**src/hw/ccrs_pkg.sv**
```systemverilog
// constants, types and carriers for the cc port role state machine
package ccrs_pkg;

  // analog inputs arrive as millivolt codes from the front-end converters
  localparam int MV_W = 13;
  typedef logic [MV_W-1:0] ccrs_mv_t;

  // configuration-select bands, millivolts
  localparam ccrs_mv_t CFG_3A_LO = 13'd1200;
  localparam ccrs_mv_t CFG_3A_HI = 13'd1300;
  localparam ccrs_mv_t CFG_1A5_LO = 13'd700;
  localparam ccrs_mv_t CFG_1A5_HI = 13'd800;
  localparam ccrs_mv_t CFG_LEG_HI = 13'd300;
  localparam ccrs_mv_t CFG_UFP_LO = 13'd1750;

  // dfp cc bands per profile: open floor, rd ceiling, rd floor, ra ceiling
  localparam ccrs_mv_t CC3A_OPEN_LO = 13'd2750;
  localparam ccrs_mv_t CC3A_RD_HI = 13'd2600;
  localparam ccrs_mv_t CC3A_RD_LO = 13'd850;
  localparam ccrs_mv_t CC3A_RA_HI = 13'd800;
  localparam ccrs_mv_t CC1A5_OPEN_LO = 13'd1650;
  localparam ccrs_mv_t CC1A5_RD_HI = 13'd1600;
  localparam ccrs_mv_t CC1A5_RD_LO = 13'd450;
  localparam ccrs_mv_t CC1A5_RA_HI = 13'd400;
  localparam ccrs_mv_t CCLEG_OPEN_LO = 13'd1650;
  localparam ccrs_mv_t CCLEG_RD_HI = 13'd1600;
  localparam ccrs_mv_t CCLEG_RD_LO = 13'd250;
  localparam ccrs_mv_t CCLEG_RA_HI = 13'd200;

  // ufp cc bands, millivolts
  localparam ccrs_mv_t UFP_LEG_LO = 13'd250;
  localparam ccrs_mv_t UFP_1A5_LO = 13'd700;
  localparam ccrs_mv_t UFP_3A_ABOVE = 13'd1310;

  // cycles after reset release before the power-on sample (sync depth)
  localparam logic [1:0] SAMPLE_DLY = 2'd2;

  typedef enum logic [1:0] {PROF_LEG, PROF_1A5, PROF_3A} ccrs_prof_t;
  typedef enum logic [1:0] {ROLE_NONE, ROLE_DFP, ROLE_UFP} ccrs_role_t;
  typedef enum logic [1:0] {CC_OPEN, CC_RD, CC_RA, CC_UNDEF} ccrs_cc_t;
  typedef enum logic [1:0] {CAP_NONE, CAP_LEG, CAP_1A5, CAP_3A} ccrs_cap_t;

  // dfp output pins travel together
  typedef struct packed {
    logic vbus_en;
    logic orient_n;
    logic line1_n;
    logic line2_n;
    logic audio;
  } ccrs_dfp_out_t;

  localparam ccrs_dfp_out_t DFP_OUT_IDLE = '{1'b0, 1'b1, 1'b1, 1'b1, 1'b0};

endpackage

```
**src/hw/ccrs_cc_class.sv**
```systemverilog
// classifies one cc line voltage as open, rd or ra for a dfp profile
module ccrs_cc_class (
  // inputs
  input wire ccrs_pkg::ccrs_prof_t i_prof,
  input wire ccrs_pkg::ccrs_mv_t i_mv,
  // result
  output ccrs_pkg::ccrs_cc_t o_class
);

  ccrs_pkg::ccrs_mv_t open_lo;
  ccrs_pkg::ccrs_mv_t rd_hi;
  ccrs_pkg::ccrs_mv_t rd_lo;
  ccrs_pkg::ccrs_mv_t ra_hi;

  always_comb begin
    case (i_prof)
      ccrs_pkg::PROF_3A: begin
        open_lo = ccrs_pkg::CC3A_OPEN_LO;
        rd_hi = ccrs_pkg::CC3A_RD_HI;
        rd_lo = ccrs_pkg::CC3A_RD_LO;
        ra_hi = ccrs_pkg::CC3A_RA_HI;
      end
      ccrs_pkg::PROF_1A5: begin
        open_lo = ccrs_pkg::CC1A5_OPEN_LO;
        rd_hi = ccrs_pkg::CC1A5_RD_HI;
        rd_lo = ccrs_pkg::CC1A5_RD_LO;
        ra_hi = ccrs_pkg::CC1A5_RA_HI;
      end
      default: begin
        open_lo = ccrs_pkg::CCLEG_OPEN_LO;
        rd_hi = ccrs_pkg::CCLEG_RD_HI;
        rd_lo = ccrs_pkg::CCLEG_RD_LO;
        ra_hi = ccrs_pkg::CCLEG_RA_HI;
      end
    endcase
  end

  // a line shorted to ground falls in the ra band
  always_comb begin
    if (i_mv >= open_lo) begin
      o_class = ccrs_pkg::CC_OPEN;
    end else if (i_mv <= rd_hi && i_mv >= rd_lo) begin
      o_class = ccrs_pkg::CC_RD;
    end else if (i_mv <= ra_hi) begin
      o_class = ccrs_pkg::CC_RA;
    end else begin
      // gaps between bands count as nothing attached
      o_class = ccrs_pkg::CC_UNDEF;
    end
  end

endmodule // ccrs_cc_class

```
**src/hw/ccrs_sync.sv**
```systemverilog
// two-flop synchroniser for pin inputs
module ccrs_sync #(
  parameter int W = 1,
  parameter logic [W-1:0] RST_VAL = '0
) (
  // clock and reset
  input wire logic i_sys_clk,
  input wire logic i_nrst,
  // data
  input wire logic [W-1:0] i_d,
  output logic [W-1:0] o_q
);

  logic [W-1:0] meta_reg;

  always_ff @(posedge i_sys_clk or negedge i_nrst) begin
    if (!i_nrst) begin
      meta_reg <= RST_VAL;
      o_q <= RST_VAL;
    end else begin
      meta_reg <= i_d;
      o_q <= meta_reg;
    end
  end

endmodule // ccrs_sync

```
**src/hw/ccrs_top.sv**
```systemverilog
// connection-detect and port role state machine for a reversible connector
// Operation
// - sample config select once at power-on
// - dfp bands pick 3a, 1.5a, legacy
// - ufp band; cc gives charging capability
// - classify each cc open, rd, ra
// - dfp profile follows live config select
// - role changes only through power-on reset
// - disabled or bad config: inactive outputs
// - enabled idle watches cc, outputs inactive
// - rd on cc1 only: supply on
// - rd cc1, ra cc2: line2 power on
// - rd on cc2 only: supply, orientation low
// - rd cc2, ra cc1: line1 power on
// - ra on both: audio indicator high
// - both lines grounded equals ra both
// - overcurrent forces defaults, fault flag high
// - cable power held until rd detaches
module ccrs_top (
  // clock and reset
  input wire logic i_sys_clk,
  input wire logic i_nrst,
  // analog front end, millivolt codes
  input wire ccrs_pkg::ccrs_mv_t i_cfg_sel_mv,
  input wire ccrs_pkg::ccrs_mv_t i_cc1_mv,
  input wire ccrs_pkg::ccrs_mv_t i_cc2_mv,
  // control pins
  input wire logic i_enable,
  input wire logic i_overcurrent_sense_n,
  // dfp outputs
  output logic o_vbus_supply_enable_out,
  output logic o_plug_orient_n,
  output logic o_cable_power_line1_n,
  output logic o_cable_power_line2_n,
  output logic o_audio_adapter,
  // status outputs
  output logic o_fault_flag_out,
  output logic o_role_ufp,
  output ccrs_pkg::ccrs_cap_t o_ufp_cap
);

  typedef enum logic [3:0] {
    S_DISABLED, S_EN_IDLE, S_UNFLIP_PASSIVE, S_UNFLIP_ACTIVE,
    S_FLIP_PASSIVE, S_FLIP_ACTIVE, S_AUDIO, S_FAULT, S_UFP
  } ccrs_state_t;

  ccrs_pkg::ccrs_mv_t cfg_s, cc1_s, cc2_s;
  logic en_s, ocs_n_s, en_d_reg, en_fall;
  logic [1:0] por_cnt_reg;
  logic sampled_reg;
  ccrs_pkg::ccrs_role_t role_reg;
  ccrs_pkg::ccrs_prof_t prof;
  logic cfg_dfp_ok;
  logic active;
  ccrs_pkg::ccrs_cc_t c1, c2;
  ccrs_state_t state_reg, state_next, fresh;
  ccrs_pkg::ccrs_dfp_out_t out_next;
  ccrs_pkg::ccrs_cap_t cap_next;

  // pins from outside the clock domain
  ccrs_sync #(.W(3 * ccrs_pkg::MV_W), .RST_VAL('0)) u_sync_mv (
    .i_sys_clk(i_sys_clk),
    .i_nrst(i_nrst),
    .i_d({i_cfg_sel_mv, i_cc1_mv, i_cc2_mv}),
    .o_q({cfg_s, cc1_s, cc2_s})
  );

  // overcurrent idles high so reset does not fake a fault
  ccrs_sync #(.W(2), .RST_VAL(2'b01)) u_sync_pin (
    .i_sys_clk(i_sys_clk),
    .i_nrst(i_nrst),
    .i_d({i_enable, i_overcurrent_sense_n}),
    .o_q({en_s, ocs_n_s})
  );

  // power-on sample, once the synchronisers hold real pin values
  always_ff @(posedge i_sys_clk or negedge i_nrst) begin
    if (!i_nrst) begin
      por_cnt_reg <= '0;
      sampled_reg <= 1'b0;
      role_reg <= ccrs_pkg::ROLE_NONE;
    end else if (!sampled_reg) begin
      if (por_cnt_reg == ccrs_pkg::SAMPLE_DLY) begin
        sampled_reg <= 1'b1;
        if (cfg_s >= ccrs_pkg::CFG_UFP_LO) begin
          role_reg <= ccrs_pkg::ROLE_UFP;
        end else if (cfg_dfp_ok) begin
          role_reg <= ccrs_pkg::ROLE_DFP;
        end
      end else begin
        por_cnt_reg <= por_cnt_reg + 2'd1;
      end
    end
  end

  // live profile decode; role is never revisited here
  always_comb begin
    cfg_dfp_ok = 1'b1;
    if (cfg_s >= ccrs_pkg::CFG_3A_LO && cfg_s <= ccrs_pkg::CFG_3A_HI) begin
      prof = ccrs_pkg::PROF_3A;
    end else if (cfg_s >= ccrs_pkg::CFG_1A5_LO && cfg_s <= ccrs_pkg::CFG_1A5_HI) begin
      prof = ccrs_pkg::PROF_1A5;
    end else if (cfg_s <= ccrs_pkg::CFG_LEG_HI) begin
      prof = ccrs_pkg::PROF_LEG;
    end else begin
      prof = ccrs_pkg::PROF_LEG;
      cfg_dfp_ok = 1'b0;
    end
  end

  assign active = en_s && cfg_dfp_ok && role_reg == ccrs_pkg::ROLE_DFP;

  ccrs_cc_class u_cls_cc1 (
    .i_prof(prof),
    .i_mv(cc1_s),
    .o_class(c1)
  );

  ccrs_cc_class u_cls_cc2 (
    .i_prof(prof),
    .i_mv(cc2_s),
    .o_class(c2)
  );

  // attach decision from the present cc picture
  always_comb begin
    if (c1 == ccrs_pkg::CC_RA && c2 == ccrs_pkg::CC_RA) begin
      fresh = S_AUDIO;
    end else if (c1 == ccrs_pkg::CC_RD && c2 == ccrs_pkg::CC_RA) begin
      fresh = S_UNFLIP_ACTIVE;
    end else if (c2 == ccrs_pkg::CC_RD && c1 == ccrs_pkg::CC_RA) begin
      fresh = S_FLIP_ACTIVE;
    end else if (c1 == ccrs_pkg::CC_RD && c2 != ccrs_pkg::CC_RD) begin
      fresh = S_UNFLIP_PASSIVE;
    end else if (c2 == ccrs_pkg::CC_RD && c1 != ccrs_pkg::CC_RD) begin
      fresh = S_FLIP_PASSIVE;
    end else begin
      // rd on both lines is no legal attach
      fresh = S_EN_IDLE;
    end
  end

  always_comb begin
    state_next = fresh;
    if (!ocs_n_s) begin
      state_next = S_FAULT;
    end else if (role_reg == ccrs_pkg::ROLE_UFP) begin
      state_next = S_UFP;
    end else if (!active) begin
      state_next = S_DISABLED;
    end else begin
      case (state_reg)
        // line power stays until the rd side goes away
        S_UNFLIP_ACTIVE: begin
          if (c1 == ccrs_pkg::CC_RD) begin
            state_next = S_UNFLIP_ACTIVE;
          end
        end
        S_FLIP_ACTIVE: begin
          if (c2 == ccrs_pkg::CC_RD) begin
            state_next = S_FLIP_ACTIVE;
          end
        end
        default: state_next = fresh;
      endcase
    end
  end

  always_ff @(posedge i_sys_clk or negedge i_nrst) begin
    if (!i_nrst) begin
      state_reg <= S_DISABLED;
    end else begin
      state_reg <= state_next;
    end
  end

  // output pattern for the state being entered
  always_comb begin
    out_next = ccrs_pkg::DFP_OUT_IDLE;
    case (state_next)
      S_UNFLIP_PASSIVE: begin
        out_next.vbus_en = 1'b1;
      end
      S_UNFLIP_ACTIVE: begin
        out_next.vbus_en = 1'b1;
        out_next.line2_n = 1'b0;
      end
      S_FLIP_PASSIVE: begin
        out_next.vbus_en = 1'b1;
        out_next.orient_n = 1'b0;
      end
      S_FLIP_ACTIVE: begin
        out_next.vbus_en = 1'b1;
        out_next.orient_n = 1'b0;
        out_next.line1_n = 1'b0;
      end
      S_AUDIO: begin
        out_next.audio = 1'b1;
      end
      default: out_next = ccrs_pkg::DFP_OUT_IDLE;
    endcase
  end

  // ufp capability from whichever line carries the pull-up
  always_comb begin
    ccrs_pkg::ccrs_mv_t mv;
    mv = (cc1_s >= cc2_s) ? cc1_s : cc2_s;
    if (state_next != S_UFP || mv < ccrs_pkg::UFP_LEG_LO) begin
      cap_next = ccrs_pkg::CAP_NONE;
    end else if (mv < ccrs_pkg::UFP_1A5_LO) begin
      cap_next = ccrs_pkg::CAP_LEG;
    end else if (mv <= ccrs_pkg::UFP_3A_ABOVE) begin
      cap_next = ccrs_pkg::CAP_1A5;
    end else begin
      cap_next = ccrs_pkg::CAP_3A;
    end
  end

  always_ff @(posedge i_sys_clk or negedge i_nrst) begin
    if (!i_nrst) begin
      o_vbus_supply_enable_out <= 1'b0;
      o_plug_orient_n <= 1'b1;
      o_cable_power_line1_n <= 1'b1;
      o_cable_power_line2_n <= 1'b1;
      o_audio_adapter <= 1'b0;
      o_ufp_cap <= ccrs_pkg::CAP_NONE;
      o_role_ufp <= 1'b0;
    end else begin
      o_vbus_supply_enable_out <= out_next.vbus_en;
      o_plug_orient_n <= out_next.orient_n;
      o_cable_power_line1_n <= out_next.line1_n;
      o_cable_power_line2_n <= out_next.line2_n;
      o_audio_adapter <= out_next.audio;
      o_ufp_cap <= cap_next;
      o_role_ufp <= role_reg == ccrs_pkg::ROLE_UFP;
    end
  end

  // fault flag: sticky until enable falls; a new fault beats the clear
  assign en_fall = en_d_reg && !en_s;

  always_ff @(posedge i_sys_clk or negedge i_nrst) begin
    if (!i_nrst) begin
      en_d_reg <= 1'b0;
      o_fault_flag_out <= 1'b0;
    end else begin
      en_d_reg <= en_s;
      if (!ocs_n_s) begin
        o_fault_flag_out <= 1'b1;
      end else if (en_fall) begin
        o_fault_flag_out <= 1'b0;
      end
    end
  end

  property p_fault_defaults;
    @(posedge i_sys_clk) disable iff (!i_nrst)
      !ocs_n_s |=> o_fault_flag_out && !o_vbus_supply_enable_out && !o_audio_adapter
        && o_cable_power_line1_n && o_cable_power_line2_n && state_reg == S_FAULT;
  endproperty
  a_fault_defaults: assert property (p_fault_defaults)
    else $error("overcurrent did not force defaults");
  property p_fault_sticky;
    @(posedge i_sys_clk) disable iff (!i_nrst)
      o_fault_flag_out && !en_fall |=> o_fault_flag_out;
  endproperty
  a_fault_sticky: assert property (p_fault_sticky)
    else $error("fault flag dropped without enable toggle");
  property p_role_fixed;
    @(posedge i_sys_clk) disable iff (!i_nrst)
      sampled_reg |=> $stable(role_reg) && sampled_reg;
  endproperty
  a_role_fixed: assert property (p_role_fixed)
    else $error("role changed after power-on sample");
  property p_disabled;
    @(posedge i_sys_clk) disable iff (!i_nrst)
      (!en_s || !cfg_dfp_ok) && role_reg == ccrs_pkg::ROLE_DFP |=> state_reg != S_EN_IDLE
        && !o_vbus_supply_enable_out && o_plug_orient_n && !o_audio_adapter;
  endproperty
  a_disabled: assert property (p_disabled)
    else $error("inactive port drove an output");
  property p_idle;
    @(posedge i_sys_clk) disable iff (!i_nrst)
      state_reg == S_EN_IDLE |-> !o_vbus_supply_enable_out && o_plug_orient_n
        && o_cable_power_line1_n && o_cable_power_line2_n && !o_audio_adapter;
  endproperty
  a_idle: assert property (p_idle)
    else $error("enabled idle outputs wrong");
  property p_unflip_passive;
    @(posedge i_sys_clk) disable iff (!i_nrst)
      active && ocs_n_s && state_reg != S_UNFLIP_ACTIVE && c1 == ccrs_pkg::CC_RD
        && c2 == ccrs_pkg::CC_OPEN |=> o_vbus_supply_enable_out && o_plug_orient_n
        && o_cable_power_line2_n;
  endproperty
  a_unflip_passive: assert property (p_unflip_passive)
    else $error("cc1 rd attach outputs wrong");
  property p_unflip_active;
    @(posedge i_sys_clk) disable iff (!i_nrst)
      state_reg == S_UNFLIP_ACTIVE |-> o_vbus_supply_enable_out && !o_cable_power_line2_n
        && o_cable_power_line1_n && o_plug_orient_n;
  endproperty
  a_unflip_active: assert property (p_unflip_active)
    else $error("unflipped active cable outputs wrong");
  property p_flip_passive;
    @(posedge i_sys_clk) disable iff (!i_nrst)
      active && ocs_n_s && state_reg != S_FLIP_ACTIVE && c2 == ccrs_pkg::CC_RD
        && c1 == ccrs_pkg::CC_OPEN |=> o_vbus_supply_enable_out && !o_plug_orient_n
        && o_cable_power_line1_n;
  endproperty
  a_flip_passive: assert property (p_flip_passive)
    else $error("cc2 rd attach outputs wrong");
  property p_flip_active;
    @(posedge i_sys_clk) disable iff (!i_nrst)
      state_reg == S_FLIP_ACTIVE |-> o_vbus_supply_enable_out && !o_plug_orient_n
        && !o_cable_power_line1_n && o_cable_power_line2_n;
  endproperty
  a_flip_active: assert property (p_flip_active)
    else $error("flipped active cable outputs wrong");
  property p_audio;
    @(posedge i_sys_clk) disable iff (!i_nrst)
      active && ocs_n_s && c1 == ccrs_pkg::CC_RA && c2 == ccrs_pkg::CC_RA
        |=> o_audio_adapter && !o_vbus_supply_enable_out && state_reg == S_AUDIO;
  endproperty
  a_audio: assert property (p_audio)
    else $error("audio adapter not taken first");
  property p_line_hold;
    @(posedge i_sys_clk) disable iff (!i_nrst)
      state_reg == S_UNFLIP_ACTIVE && active && ocs_n_s && c1 == ccrs_pkg::CC_RD
        |=> !o_cable_power_line2_n;
  endproperty
  a_line_hold: assert property (p_line_hold)
    else $error("line power dropped while rd present");

endmodule // ccrs_top

```
**config.mk**
```make
export PLATFORM = sky130hd
export DESIGN_NAME = ccrs_top
export DESIGN_NICKNAME = d
export VERILOG_FILES = /design/src/hw/ccrs_pkg.sv /design/src/hw/ccrs_cc_class.sv /design/src/hw/ccrs_sync.sv /design/src/hw/ccrs_top.sv
export SDC_FILE = /design/constraint.sdc
export NUM_CORES = 1
export LEC_CHECK = 0
export BUFFER_PORTS_ARGS = -buffer_cell sky130_fd_sc_hd__buf_4
export CORE_MARGIN = 1.5
export CORE_UTILIZATION = 59
export CTS_CLUSTER_DIAMETER = 40
export DETAILED_ROUTE_END_ITERATION = 8
export PLACE_DENSITY = 0.84
export SETUP_SLACK_MARGIN = 0.2
export SLEW_MARGIN = 30
export SYNTH_ARGS = -nofsm -noshare
export SYNTH_HDL_FRONTEND = slang
export SYNTH_HIERARCHICAL = 1
export SYNTH_SLANG_ARGS = --single-unit
```
**constraint.sdc**
```tcl
create_clock -name i_sys_clk -period 6.5 [get_ports i_sys_clk]
set_input_delay 0 -clock i_sys_clk [delete_from_list [all_inputs] [get_ports i_sys_clk]]
set_output_delay 0 -clock i_sys_clk [all_outputs]
set_load 0.005 [all_outputs]
```
* Yosys cells after proc, flatten, opt, wreduce, memory -nomap -nowiden
Index checks and enable logic that the tools add are counted.
Operators by class: add/sub/neg operators 1, order comparisons 18, equality and inequality tests 20, mux-type cells 41, bitwise logic cells 2, reduce and logical (&&, ||, !) cells 19
Operators with widths (count):
- $pmux 10 s2 | 2
- $ge 13x10->1 | 2
- $ge 13x11->1 const B | 2
- $ge 13x12->1 | 2
- $le 13x10->1 | 2
- $le 13x11->1 const B | 2
- $le 13x12->1 | 2
- $mux 12 | 2
- $mux 4 | 5
- $mux 2 | 9
- $eq 4x3->1 const B | 4
- $mux 1 | 16
- $mux 3 | 5
- $ge 13x10->1 const B | 1
- $ge 13x13->1 | 1
- $le 13x10->1 const B | 1
- $le 13x9->1 const B | 1
- $lt 13x10->1 const B | 1
- $lt 13x8->1 const B | 1
- $mux 13 | 1
- $eq 4x2->1 const B | 3
- $logic_and 1x1->1 | 12
- $eq 2x2->1 const B | 5
- $eq 2x1->1 const B | 4
- 13 further kinds | 15
Word-level totals: bits in registers 101, input bits 43, output and inout port bits 9, logic and storage cells 118

* Longest topological paths before layout
Gate-level depths: netlist of run 1.
word-level depth 25, mapped depth 22, mapped depth without buffers 21

* Cells and area by module
Netlist of run 1, hierarchy kept.
Modules (own cells, without submodules):
- ccrs_sync (u_sync_mv) | instances 1, cells each 78, area each 1951.9 um^2, seq. area each 1951.9 um^2
- ccrs_top | instances 1, cells each 203, area each 1687.9 um^2, seq. area each 479.2 um^2
- ccrs_cc_class (u_cls_cc1) | instances 1, cells each 79, area each 611.8 um^2, seq. area each 0.0 um^2
- ccrs_cc_class (u_cls_cc2) | instances 1, cells each 80, area each 594.3 um^2, seq. area each 0.0 um^2
- ccrs_sync (u_sync_pin) | instances 1, cells each 4, area each 102.6 um^2, seq. area each 102.6 um^2

* Worst setup path before layout of run 1
OpenSTA, ideal clock, no wires.
kind register -> register, from register u_sync_mv.o_q[37], to register o_audio_adapter, library setup time 101 ps, data arrival time 4464 ps, data required time 6399 ps, setup slack 1935 ps, stages on the path, launching flop included 22, buffers on the path 2, period minus slack after synthesis 4565 ps, cell sequence dfrtp_1 nor3_1 o211ai_1 a221oi_1 ha_1 buf_6 inv_1 ha_1 and3b_1 o2111a_1 and4b_1 a21oi_2 a211oi_2 clkbuf_1 nand2b_1 inv_1 ha_1 nor2b_1 o21a_1 o31a_1 nand2b_1 nor4_1
RTL lines:
- from (decl) | RTL line ccrs_sync.sv:11 | output logic [W-1:0] o_q
- from (signal assigned) | RTL line ccrs_sync.sv:22 | o_q <= meta_reg;
- to (signal assigned) | RTL line ccrs_top.sv:233 | o_audio_adapter <= out_next.audio;
- to (decl) | RTL line ccrs_top.sv:35 | output logic o_audio_adapter,

==> summary.md, run 1 <==
| Metric | Value |
|---|---|
| Status | `finished clean` |
| Clk sinks | `101` |
| Syn. warnings | `6` |
| Rows | `33` |
| Cell Pwr Density | `approximately 210 nW/um^2` |
| Top FF cell, synth | `dfrtp_1` |
| CP Launch Type | `register` |
| Max Freq | `between 150 and 200 MHz` |
| Synth Register Bits | `a little over 100` |
| Core ar. | `roughly 8200 sq um` |
| Max-Cap Viols | `0` |
| VDD IR max | `roughly 0.00020 V` |
| Clk root buf | `clkbuf_8` |
| Via count | `a little under 4000` |
| Worst reg2reg path depth | `19` |
| Post-DRT Antenna Nets | `0` |
| Die height | `about 95 um` |
| Setup TNS | `0 ns` |
| Final min period | `just over 5 ns` |
| Leakage power | `approximately 2.7 nW` |
| Final hold violation count | `0` |
| GRT Total Usage | `27.7%` |
| Count of final setup violators | `0` |
| Critical Path Sink Type | `register` |
| Worst hold path class | `input pin to async pin` |
| Total routed wirelength | `~11000 um` |
| Register area share after synthesis | `between 50% and 60%` |
| Post-CTS Setup Bufs | `0` |
| Final instance area | `a little over 6000 sq um` |
| Final period util | `between 70 and 80%` |
| GPL Wtd Cong | `0.888` |
| Drt via density | `roughly 5.9` |
| Critical Path AT | `between 5 and 6 ns` |
| Chip Width | `between 90 and 100 um` |
| DR pass1 iterations | `5` |
| Xor-xnor portion of the synthesized cell area | `under 10%` |
| Async S/R FF share, synth | `100%` |
| Dpl hpwl | `7190 um` |
| Area added between synthesis and finish | `22.5%` |
| Slew HR | `roughly 53%` |
| Syn nets | `approximately 540` |
| Post-synthesis mux area share | `0.430%` |
| DR WL/cell | `around 17 um` |
| First-pass GRT wire length | `approximately 18000 um` |
| EDFF count, synth | `0` |
| Number of global-route vias before repair | `around 3900` |
| Unrepaired setup endpoints after global routing | `false` |
| Worst-path clk slew | `0.11 ns` |
| CP required | `a little under 7 ns` |
| Post-cts resize count | `0` |
| TritonCTS Buffers | `9` |
| Initial DRC count | `approximately 220` |
| Crit path max fanout | `11` |
| Worst-Margin Slew | `slightly above 0.7 ns` |
| Pins Over Slew Limit | `0` |
| WS Path Type | `register to register` |
| Share of cells above drive strength 1 | `16.2%` |
| Syn Area/Cell | `between 10 and 15 sq um` |
| Starting Density | `around three fifths` |
| Port buffer count | `51` |
| Mapped Cells | `444` |
| Initial antenna violation count | `0` |
| Die Area | `~8900 sq um` |
| Post-CTS Hold Buffers | `42` |
| Compound-Gate Fraction of Synth Area | `between 10% and 20%` |
| Most common cell after layout, fill and taps aside | `dfrtp_1` |
| Commonest cells after routing, fill and taps aside | `96 x dfrtp_1, 52 x buf_4, 48 x ha_1, 42 x dlygate4sd3_1, 40 x inv_1` |
| DP Area | `between 5000 and 6000 sq um` |
| Largest net degree at the start of global routing | `between 80 and 90` |
| Post-Synth Adder-Cell Area | `about an eighth` |
| Grt ovf | `0` |
| Max Buffers Root-to-Sink | `2` |
| Post-Synthesis Cell Area | `approximately 5000 sq um` |
| H-tree depth | `3` |
| DR DRC count | `0` |
| Largest family of logic cells by synthesized area | `simple AND/OR/NAND/NOR gates` |
| Io pins | `52` |
| Simple-gate share of the synthesized area | `approximately 16%` |
| Worst skew pair latency | `0.38 ns` |
| Distinct cells, synth | `between 70 and 80` |
| Antenna cell count | `0` |
| CTS tree | `built` |
| Clock Skew | `about 0.013 ns` |
| Nets | `between 600 and 700` |
## per-stage QoR
step | setup WS (ns) | utilization, % | cells | hold slack [ns] | power, W
6_report | 1.31 | 74.2 | 654 | 0.0126 | 0.00125
5_1_grt | 0.883 | 74.2 | 654 | 0.0520 | 0.00131
4_1_cts | 1.37 | 74.1 | 654 | 0.0139 | 0.00124
3_5_place_dp | 1.40 | 66.5 | 596 | -0.115 | 0.000842
3_3_place_gp | 1.58 | 66.5 | 596 | -0.121 | 0.000833
2_1_floorplan | 1.93 | - | 444 | -0.296 | 0.000777
## synthesized netlist by cell type, types with 2 or more instances
library cell | count | area share (%)
a211oi_1 | 3 | 0.46
a21oi_1 | 24 | 2.4
a221oi_1 | 4 | 0.71
a311o_1 | 2 | 0.40
a311oi_1 | 4 | 0.71
a31oi_1 | 3 | 0.38
a41o_1 | 2 | 0.40
and2_1 | 3 | 0.38
and3_1 | 3 | 0.38
and3b_1 | 3 | 0.53
and4_1 | 4 | 0.71
buf_6 | 2 | 0.46
clkbuf_1 | 4 | 0.30
dfrtp_1 | 96 | 49
dfstp_2 | 5 | 2.7
ha_1 | 48 | 12
inv_1 | 40 | 3.0
nand2_1 | 21 | 1.6
nand2b_1 | 12 | 1.5
nand3_1 | 13 | 1.3
nand4_1 | 9 | 1.1
nand4b_1 | 2 | 0.35
nor2_1 | 20 | 1.5
nor2b_1 | 8 | 1.0
nor3_1 | 8 | 0.81
nor3b_1 | 4 | 0.61
nor4_1 | 6 | 0.76
nor4b_1 | 5 | 0.88
nor4bb_1 | 2 | 0.40
o2111ai_1 | 3 | 0.53
o211ai_1 | 7 | 1.1
o21a_1 | 2 | 0.30
o21ai_0 | 19 | 1.9
o21ai_1 | 2 | 0.20
o21bai_1 | 2 | 0.30
o31ai_1 | 4 | 0.61
or2_2 | 4 | 0.51
or3_1 | 2 | 0.25
or4b_1 | 2 | 0.40
xnor2_1 | 3 | 0.53
xor2_1 | 3 | 0.53
## per-layer routing
layer / global-route usage, % / vias to the layer above / share of wire, %
met5: 0 / - / 0
met4: 14.2 / 0 / 3.9
met3: 5.48 / 37 / 5.2
met2: 48.0 / 142 / 51
met1: 32.7 / 1856 / 40
li1: - / 1831 / -
## cell type report
type / count / area, sq um
clock buffers: 9 / 124
repair buffers: 95 / 822
inverters: 40 / 150
clock inverters: 7 / 73.8
multi-input cells: 297 / 2230
fillers: 525 / 2110
well taps: 105 / 131
flip-flops and latches: 101 / 2530
## power breakdown
part / internal (W) / switching, W / total (W)
combinational: 0.0000842 / 0.0000815 / 0.000166
clock: 0.000152 / 0.000239 / 0.000390
sequential: 0.000659 / 0.0000327 / 0.000691
total: 0.000895 / 0.000353 / 0.00125
## critical path, cell delays in order (launching register included)
cell and delay, ns:
dfrtp_1 0.41, or4b_1 0.54, a211o_1 0.32, nor2_1 0.26, inv_1 0.13, ha_1 0.32
inv_1 0.16, ha_1 0.26, a311oi_1 0.44, o21a_1 0.19, o41ai_1 0.08, a211oi_2 0.54
nand2b_1 0.16, inv_1 0.09, ha_1 0.24, nor2b_1 0.07, o21a_1 0.19, o31a_1 0.32
nand2b_1 0.15, nor4_1 0.19
## cell families after synthesis
logic type                 count (synthesis)
DFF                                      101
buffers and inverters                     46
xor gates and xnor gates                   6
muxes                                      2
AOI/OAI and AO/OA                        105
and+or+nand+nor                          136
adders and majority gates                 48
## final timing paths
check	start	end	slack [ns]
setup / recovery	u_sync_mv/o_q[37]	o_audio_adapter	1.31
hold / removal	i_nrst	o_ufp_cap[1]	0.01
setup reg to reg	u_sync_mv/o_q[37]	o_audio_adapter	1.31
hold reg to reg	u_sync_mv/meta_reg[16]	u_sync_mv/o_q[16]	0.36
max in group asynchronous	i_nrst	u_sync_mv/o_q[10]	5.53
min in group i_sys_clk	i_cfg_sel_mv[1]	u_sync_mv/meta_reg[27]	0.25
Power figures use the tool's default switching activity.
==> run 2, diff against run 1 <==
==> constraint.sdc (replaced) <==
create_clock -name i_sys_clk -period 5.4 [get_ports i_sys_clk]
set_input_delay 0 -clock i_sys_clk [delete_from_list [all_inputs] [get_ports i_sys_clk]]
set_output_delay 0 -clock i_sys_clk [all_outputs]
set_load 0.005 [all_outputs]
==> run 2 against run 1 <==
  * Clock skew up 0.0010 ns
  * Die area unchanged
  * Total power rose by 28%
  * Non-clock buffer count rose by 5
  * Worst hold slack gained 0.048 ns
  * Global-route usage fell by 0.59 points
  * Wire length is 0.19% lower
  * Largest cell class unchanged
==> summary.md, run 2 (synthesized netlist as in run 1, its figures left out) <==
| Metric | Value |
|---|---|
| Max-Cap Viols | `0 (unchanged)` |
| Final hold violation count | `0 (unchanged)` |
| Setup TNS | `0 ns (unchanged)` |
| Max Buffers Root-to-Sink | `2 (unchanged)` |
| Final min period | `4.91 ns (was 5.19 ns)` |
| Crit path max fanout | `9 (was 11)` |
| First-pass GRT wire length | `18500 um (about the same)` |
| Comb power frac | `12.9% (was 13.3%)` |
| GPL Wtd Cong | `0.904 (was 0.888)` |
| Via count | `3921 (was 3866)` |
| Internal power | `0.00117 W (was 0.000895 W)` |
| Core ar. | `8180 sq um (unchanged)` |
| Number of global-route vias before repair | `3990 (was 3923)` |
| Worst hold path class | `input pin to async pin (unchanged)` |
| Dpl hpwl | `7110 um (was 7190 um)` |
| Die Area | `8950 sq um (unchanged)` |
| Initial antenna violation count | `0 (unchanged)` |
| Commonest cells after routing, fill and taps aside | `96 x dfrtp_1, 57 x buf_4, 46 x ha_1, 42 x dlygate4sd3_1, 38 x inv_1 (was 96 x dfrtp_1, 52 x buf_4, 48 x ha_1, 42 x dlygate4sd3_1, 40 x inv_1)` |
| Status | `finished clean (unchanged)` |
| Largest net degree at the start of global routing | `79 (was 84)` |
| Starting Density | `60.5% (unchanged)` |
| Rows | `33 (unchanged)` |
| CP Buf/Inv Count | `4 (was 3)` |
| Worst reg2reg path depth | `18 (was 19)` |
| Drt via density | `5.95 (was 5.91)` |
| DR DRC count | `0 (unchanged)` |
| Io pins | `52 (unchanged)` |
| Final instance area | `6180 sq um (was 6060 sq um)` |
| End of the worst register-to-register path | `o_cable_power_line1_n (was o_audio_adapter)` |
| Post-DRT Antenna Nets | `0 (unchanged)` |
| Clk root buf | `clkbuf_8 (unchanged)` |
| Worst path cell trace | `or4b_1, a211o_1, nor2_4, inv_1, ha_1, inv_2, ha_1, a311oi_2, o21a_1, o41ai_2, buf_4, a211oi_4, buf_4, nor4bb_2, o21ai_0, and4_1, nand2b_1, or4_1 (was or4b_1, a211o_1, nor2_1, inv_1, ha_1, inv_1, ha_1, a311oi_1, o21a_1, o41ai_1, a211oi_2, nand2b_1, inv_1, ha_1, nor2b_1, o21a_1, o31a_1, nand2b_1, nor4_1)` |
| WS Path Type | `register to register (unchanged)` |
| Antenna cell count | `0 (unchanged)` |
| Worst reg-to-reg setup slack | `0.49 ns (was 1.31 ns)` |
| Share of cells above drive strength 1 | `18.8% (was 16.2%)` |
| Sw Ratio | `26.4% (was 28.3%)` |
| CP peak stage delay | `0.54 ns (about the same)` |
| H-tree depth | `3 (unchanged)` |
| Cell Pwr Density | `258 nW/um^2 (was 206 nW/um^2)` |
| Clock Skew | `0.0135 ns (was 0.0125 ns)` |
| Unrepaired setup endpoints after global routing | `false (unchanged)` |
| Critical Path Sink Type | `register (unchanged)` |
| Pins Over Slew Limit | `0 (unchanged)` |
| Count of final setup violators | `0 (unchanged)` |
| Leakage power | `2.75 nW (was 2.71 nW)` |
| GRT Total Usage | `27.1% (was 27.7%)` |
| DP Area | `5440 sq um (unchanged)` |
| VDD IR max | `0.000206 V (was 0.000205 V)` |
| Final period util | `91.0% (was 79.9%)` |
| Worst-Margin Slew | `0.660 ns (was 0.704 ns)` |
| Chip Width | `94.6 um (unchanged)` |
| Worst skew pair latency | `0.38 ns (about the same)` |
| Multi-input logic area | `2270 sq um (was 2230 sq um)` |
| Nets | `640 (was 635)` |
| Worst-path clk slew | `0.11 ns (about the same)` |
| Slowest-stage cell, CP | `or4b_1 (unchanged)` |
| TritonCTS Buffers | `9 (unchanged)` |
| Reg power frac | `52.3% (was 55.4%)` |
| DR pass1 iterations | `5 (unchanged)` |
| Worst R2R Start | `u_sync_mv/o_q[37] (unchanged)` |
| Fill count | `533 (was 525)` |
| Critical Path AT | `5.21 ns (was 5.47 ns)` |
| Clk sinks | `101 (unchanged)` |
| DR WL/cell | `17.1 um (was 17.2 um)` |
| Most common cell after layout, fill and taps aside | `dfrtp_1 (unchanged)` |
| CP Launch Type | `register (unchanged)` |
| Family with the most delay on the worst path | `simple AND/OR/NAND/NOR gates (was compound AO/OA/AOI/OAI gates)` |
| Grt ovf | `0 (unchanged)` |
| P_sw | `0.000421 W (was 0.000353 W)` |
| Area taken by flip-flops and latches | `2530 sq um (unchanged)` |
| Total routed wirelength | `11200 um (was 11300 um)` |
| Port buffer count | `51 (unchanged)` |
| Slew HR | `56.0% (was 53.1%)` |
| Clock share of power | `34.9% (was 31.3%)` |
| Area added between synthesis and finish | `25.0% (was 22.5%)` |
| Initial DRC count | `302 (was 215)` |
| CTS tree | `built (unchanged)` |
| Die height | `94.6 um (unchanged)` |
| CP required | `5.69 ns (was 6.78 ns)` |
| Max Freq | `203 MHz (was 193 MHz)` |
==> run 2: changes by cell type in the layout (fill, tap and decap cells not counted), moves of 2 or more <==
cell       change
buf_4          +5
o21ai_1        +2
o21ai_0        -2
ha_2           +2
inv_1          -2
inv_2          +2
ha_1           -2
bufinv_16      +2
==> run 2: how the worst max path moves through the flow <==
stage                 startpoint                     to  slack (ns)  cells past startpoint
6_report       u_sync_mv/o_q[37]  o_cable_power_line1_n        0.49                     18
3_3_place_gp   u_sync_mv/o_q[37]        o_plug_orient_n        0.35                     19
3_5_place_dp   u_sync_mv/o_q[37]  o_cable_power_line1_n        0.17                     19
5_1_grt        u_sync_mv/o_q[37]        o_audio_adapter        0.20                     19
4_1_cts        u_sync_mv/o_q[37]  o_cable_power_line1_n        0.26                     19
2_1_floorplan  u_sync_mv/o_q[37]        o_audio_adapter        0.83                     21
==> run 2: metal layers <==
metal	vias to the layer above	share of wire, %	global-route usage (%)
li1	1841	-	-
met1	1926	42	35.2
met2	136	52	46.2
met3	18	5.0	4.91
met4	0	1.5	8.83
met5	-	0	0
==> run 2: metrics by stage <==
stage	cells	power (W)	worst slack, ns	hold WS [ns]	utilization (%)
after floorplan	444	0.000935	0.835	-0.296	-
after global placement	596	0.00100	0.346	-0.0950	66.5
after detailed placement	596	0.00101	0.174	-0.0881	66.5
after CTS	654	0.00158	0.262	0.0493	74.7
after global routing	659	0.00166	0.197	0.0867	75.6
final	659	0.00159	0.485	0.0601	75.6
==> run 2: power by group through the flow <==
| stage | Clock, W | Sequential [W] | Combinational [W] |
|---|---|---|---|
| 2_1_floorplan | 0 | 0.000832 | 0.000103 |
| 3_3_place_gp | 0 | 0.000843 | 0.000159 |
| 3_5_place_dp | 0 | 0.000845 | 0.000168 |
| 4_1_cts | 0.000555 | 0.000830 | 0.000193 |
| 5_1_grt | 0.000596 | 0.000838 | 0.000229 |
| 6_report | 0.000555 | 0.000833 | 0.000205 |
==> run 2: what timing repair did <==
| item | in CTS | in global routing |
|---|---|---|
| endpoints found under the setup margin | 2 | 8 |
| endpoints found under the hold margin | 64 | 0 |
| resized for setup | 1 | 13 |
| hold buffers | 42 | 0 |
| pin swaps | 0 | 3 |
| setup buffers | 0 | 5 |
==> run 2: layout make-up <==
cell class / count / area share (%)
clock buffer: 9 / 2.00
clock inverter: 7 / 1.88
inverter: 40 / 2.43
multi-input combinational: 297 / 36.7
sequential: 101 / 41.0
tap: 105 / 2.12
timing repair buffer: 100 / 13.9
==> run 3, diff against run 2 <==
--- a/config.mk
+++ b/config.mk
@@ -6,6 +6,7 @@
 export NUM_CORES = 1
 export LEC_CHECK = 0
 export BUFFER_PORTS_ARGS = -buffer_cell sky130_fd_sc_hd__buf_4
+export CORE_ASPECT_RATIO = 1.2
 export CORE_MARGIN = 1.5
 export CORE_UTILIZATION = 59
 export CTS_CLUSTER_DIAMETER = 40
==> run 3 against run 2 <==
  * Sequential share of layout area rose by 0.55 points
  * Global-route usage down 0.47 points
  * Via count shrank 0.56%
  * Largest cell class unchanged
==> summary.md, run 3 (synthesized netlist as in run 1, its figures left out) <==
| Metric | Value |
|---|---|
| Status | `finished clean (unchanged)` |
| Commonest cells after routing, fill and taps aside | `96 x dfrtp_1, 54 x buf_4, 47 x ha_1, 42 x dlygate4sd3_1, 39 x inv_1 (was 96 x dfrtp_1, 57 x buf_4, 46 x ha_1, 42 x dlygate4sd3_1, 38 x inv_1)` |
| Via count | `3899 (was 3921)` |
| CP Buf/Inv Count | `3 (was 4)` |
| Chip Width | `86.6 um (was 94.6 um)` |
| Multi-input logic area | `2270 sq um (about the same)` |
| Slowest-stage cell, CP | `or4b_1 (unchanged)` |
| Critical Path Sink Type | `register (unchanged)` |
| Internal power | `0.00107 W (was 0.00117 W)` |
| Die height | `103 um (was 94.6 um)` |
| Worst Setup Slack post-DPL | `0.298 ns (was 0.174 ns)` |
| Max Buffers Root-to-Sink | `2 (unchanged)` |
| Grt ovf | `0 (unchanged)` |
| Worst path cell trace | `or4b_1, a211o_1, nor2_2, inv_1, ha_1, inv_1, ha_1, nand2_1, nor3_1, a311oi_1, o41ai_2, o21ba_2, nand2b_1, inv_1, ha_1, nor2b_1, o21a_1, o31a_1, nand2b_1, or4_1 (was or4b_1, a211o_1, nor2_4, inv_1, ha_1, inv_2, ha_1, a311oi_2, o21a_1, o41ai_2, buf_4, a211oi_4, buf_4, nor4bb_2, o21ai_0, and4_1, nand2b_1, or4_1)` |
| CTS tree | `built (unchanged)` |
| Nets | `636 (was 640)` |
| DR DRC count | `0 (unchanged)` |
| DR pass1 iterations | `5 (unchanged)` |
| Critical Path AT | `5.16 ns (was 5.21 ns)` |
| Pins Over Slew Limit | `0 (unchanged)` |
| GRT Total Usage | `26.7% (was 27.1%)` |
| Initial antenna violation count | `0 (unchanged)` |
| VDD IR max | `0.000327 V (was 0.000206 V)` |
| Share of cells above drive strength 1 | `18.0% (was 18.8%)` |
| Die Area | `8950 sq um (about the same)` |
| Final hold violation count | `0 (unchanged)` |
| Antenna cell count | `0 (unchanged)` |
| Most common cell after layout, fill and taps aside | `dfrtp_1 (unchanged)` |
| Critical path depth in cells | `20 (was 18)` |
| Max-Cap Viols | `0 (unchanged)` |
| Area taken by flip-flops and latches | `2530 sq um (unchanged)` |
| Initial DRC count | `243 (was 302)` |
| CP Launch Type | `register (unchanged)` |
| Final worst slack | `0.538 ns (was 0.485 ns)` |
| Reg power frac | `56.3% (was 52.3%)` |
| Setup TNS | `0 ns (unchanged)` |
| Worst reg2reg path depth | `20 (was 18)` |
| CP required | `5.70 ns (was 5.69 ns)` |
| Family with the most delay on the worst path | `compound AO/OA/AOI/OAI gates (was simple AND/OR/NAND/NOR gates)` |
| Count of final setup violators | `0 (unchanged)` |
| End of the critical path | `o_cable_power_line1_n (unchanged)` |
| Worst R2R Start | `u_sync_mv/o_q[37] (unchanged)` |
| WS Path Type | `register to register (unchanged)` |
| CP peak stage delay | `0.52 ns (was 0.54 ns)` |
| Largest net degree at the start of global routing | `68 (was 79)` |
| Clk sinks | `101 (unchanged)` |
| H-tree depth | `3 (unchanged)` |
| Final period util | `90.0% (was 91.0%)` |
| Slew HR | `47.0% (was 56.0%)` |
| First-pass GRT wire length | `18200 um (was 18500 um)` |
| Clk root buf | `clkbuf_8 (unchanged)` |
| Worst hold path class | `input pin to async pin (unchanged)` |
| P_sw | `0.000408 W (was 0.000421 W)` |
| Leakage power | `2.70 nW (was 2.75 nW)` |
| Worst skew pair latency | `0.38 ns (about the same)` |
| Worst-path clk slew | `0.09 ns (was 0.11 ns)` |
| TritonCTS Buffers | `9 (unchanged)` |
| Sw Ratio | `27.6% (was 26.4%)` |
| Dpl hpwl | `7330 um (was 7110 um)` |
| Area added between synthesis and finish | `23.3% (was 25.0%)` |
| Worst-Margin Slew | `0.795 ns (was 0.660 ns)` |
| Comb power frac | `13.7% (was 12.9%)` |
| Drt via density | `5.87 (was 5.95)` |
| Post-DRT Antenna Nets | `0 (unchanged)` |
| Cell Pwr Density | `242 nW/um^2 (was 258 nW/um^2)` |
| Unrepaired setup endpoints after global routing | `true (was false)` |
| Core ar. | `8150 sq um (was 8180 sq um)` |
| Fill count | `494 (was 533)` |
| Number of global-route vias before repair | `4037 (was 3990)` |
| Io pins | `52 (unchanged)` |
| End of the worst register-to-register path | `o_cable_power_line1_n (unchanged)` |
| Port buffer count | `51 (unchanged)` |
| Starting Density | `60.7% (was 60.5%)` |
| Post-CTS Setup Bufs | `0 (unchanged)` |
| Clock share of power | `30.0% (was 34.9%)` |
| Worst reg-to-reg setup slack | `0.54 ns (was 0.49 ns)` |
| Crit path max fanout | `10 (was 9)` |
| Total routed wirelength | `11100 um (was 11200 um)` |
| DR WL/cell | `16.7 um (was 17.1 um)` |
| GPL Wtd Cong | `0.925 (was 0.904)` |
| Setup crit start | `u_sync_mv/o_q[37] (unchanged)` |
| Max Freq | `206 MHz (was 203 MHz)` |
| Clock Skew | `0.0160 ns (was 0.0135 ns)` |
| Rows | `36 (was 33)` |
| Final min period | `4.86 ns (was 4.91 ns)` |
## run 3: layout make-up
type,count,area share [%]
Sequential cell,101,41.5
Inverter,40,2.46
Clock buffer,9,2.03
Multi-Input combinational cell,297,37.2
Timing Repair Buffer,96,13.5
Tap cell,114,2.34
Clock inverter,7,0.964
## run 3: through the flow
step	utilization (%)	total power (W)	instance area, sq um	cells	hold WS [ns]
after floorplan	-	0.000935	4950	444	-0.296
after global placement	67.0	0.00100	5460	606	-0.0457
after detailed placement	67.0	0.00102	5460	606	-0.0329
after CTS	74.4	0.00147	6060	664	0.0949
after global routing	74.8	0.00154	6100	664	0.145
final	74.8	0.00148	6100	664	0.104
## run 3: per-layer routing
metal	part of all wire [%]	global-route usage [%]
met1	41	30.9
met2	51	46.6
met3	4.3	5.24
met4	3.6	14.8
met5	0	0
## run 3: how the worst min path moves through the flow
| stage | startpoint | end | slack (ns) | depth (start not counted) |
|---|---|---|---|---|
| after floorplan | i_nrst | en_d_reg | -0.30 | 0 |
| after global placement | i_nrst | u_sync_mv/meta_reg[16] | -0.05 | 1 |
| after detailed placement | i_nrst | u_sync_mv/meta_reg[14] | -0.03 | 1 |
| after CTS | i_nrst | u_sync_mv/o_q[18] | 0.09 | 2 |
| after global routing | i_nrst | u_sync_mv/o_q[18] | 0.14 | 2 |
| final | i_nrst | u_sync_mv/meta_reg[16] | 0.10 | 2 |
## run 3: what timing repair did
item | 4_1_cts | 5_1_grt
endpoints found under the setup margin | 0 | 7
gates resized for setup | 0 | 13
hold buffers | 42 | 0
hold endpoints to repair | 75 | 0
## run 3: power by group through the flow
stage / Clock [W] / Sequential, W / Combinational, W
floorplan: 0 / 0.000832 / 0.000103
global placement: 0 / 0.000843 / 0.000160
detailed placement: 0 / 0.000845 / 0.000170
CTS: 0.000448 / 0.000830 / 0.000195
global route: 0.000478 / 0.000837 / 0.000225
finish: 0.000443 / 0.000832 / 0.000203
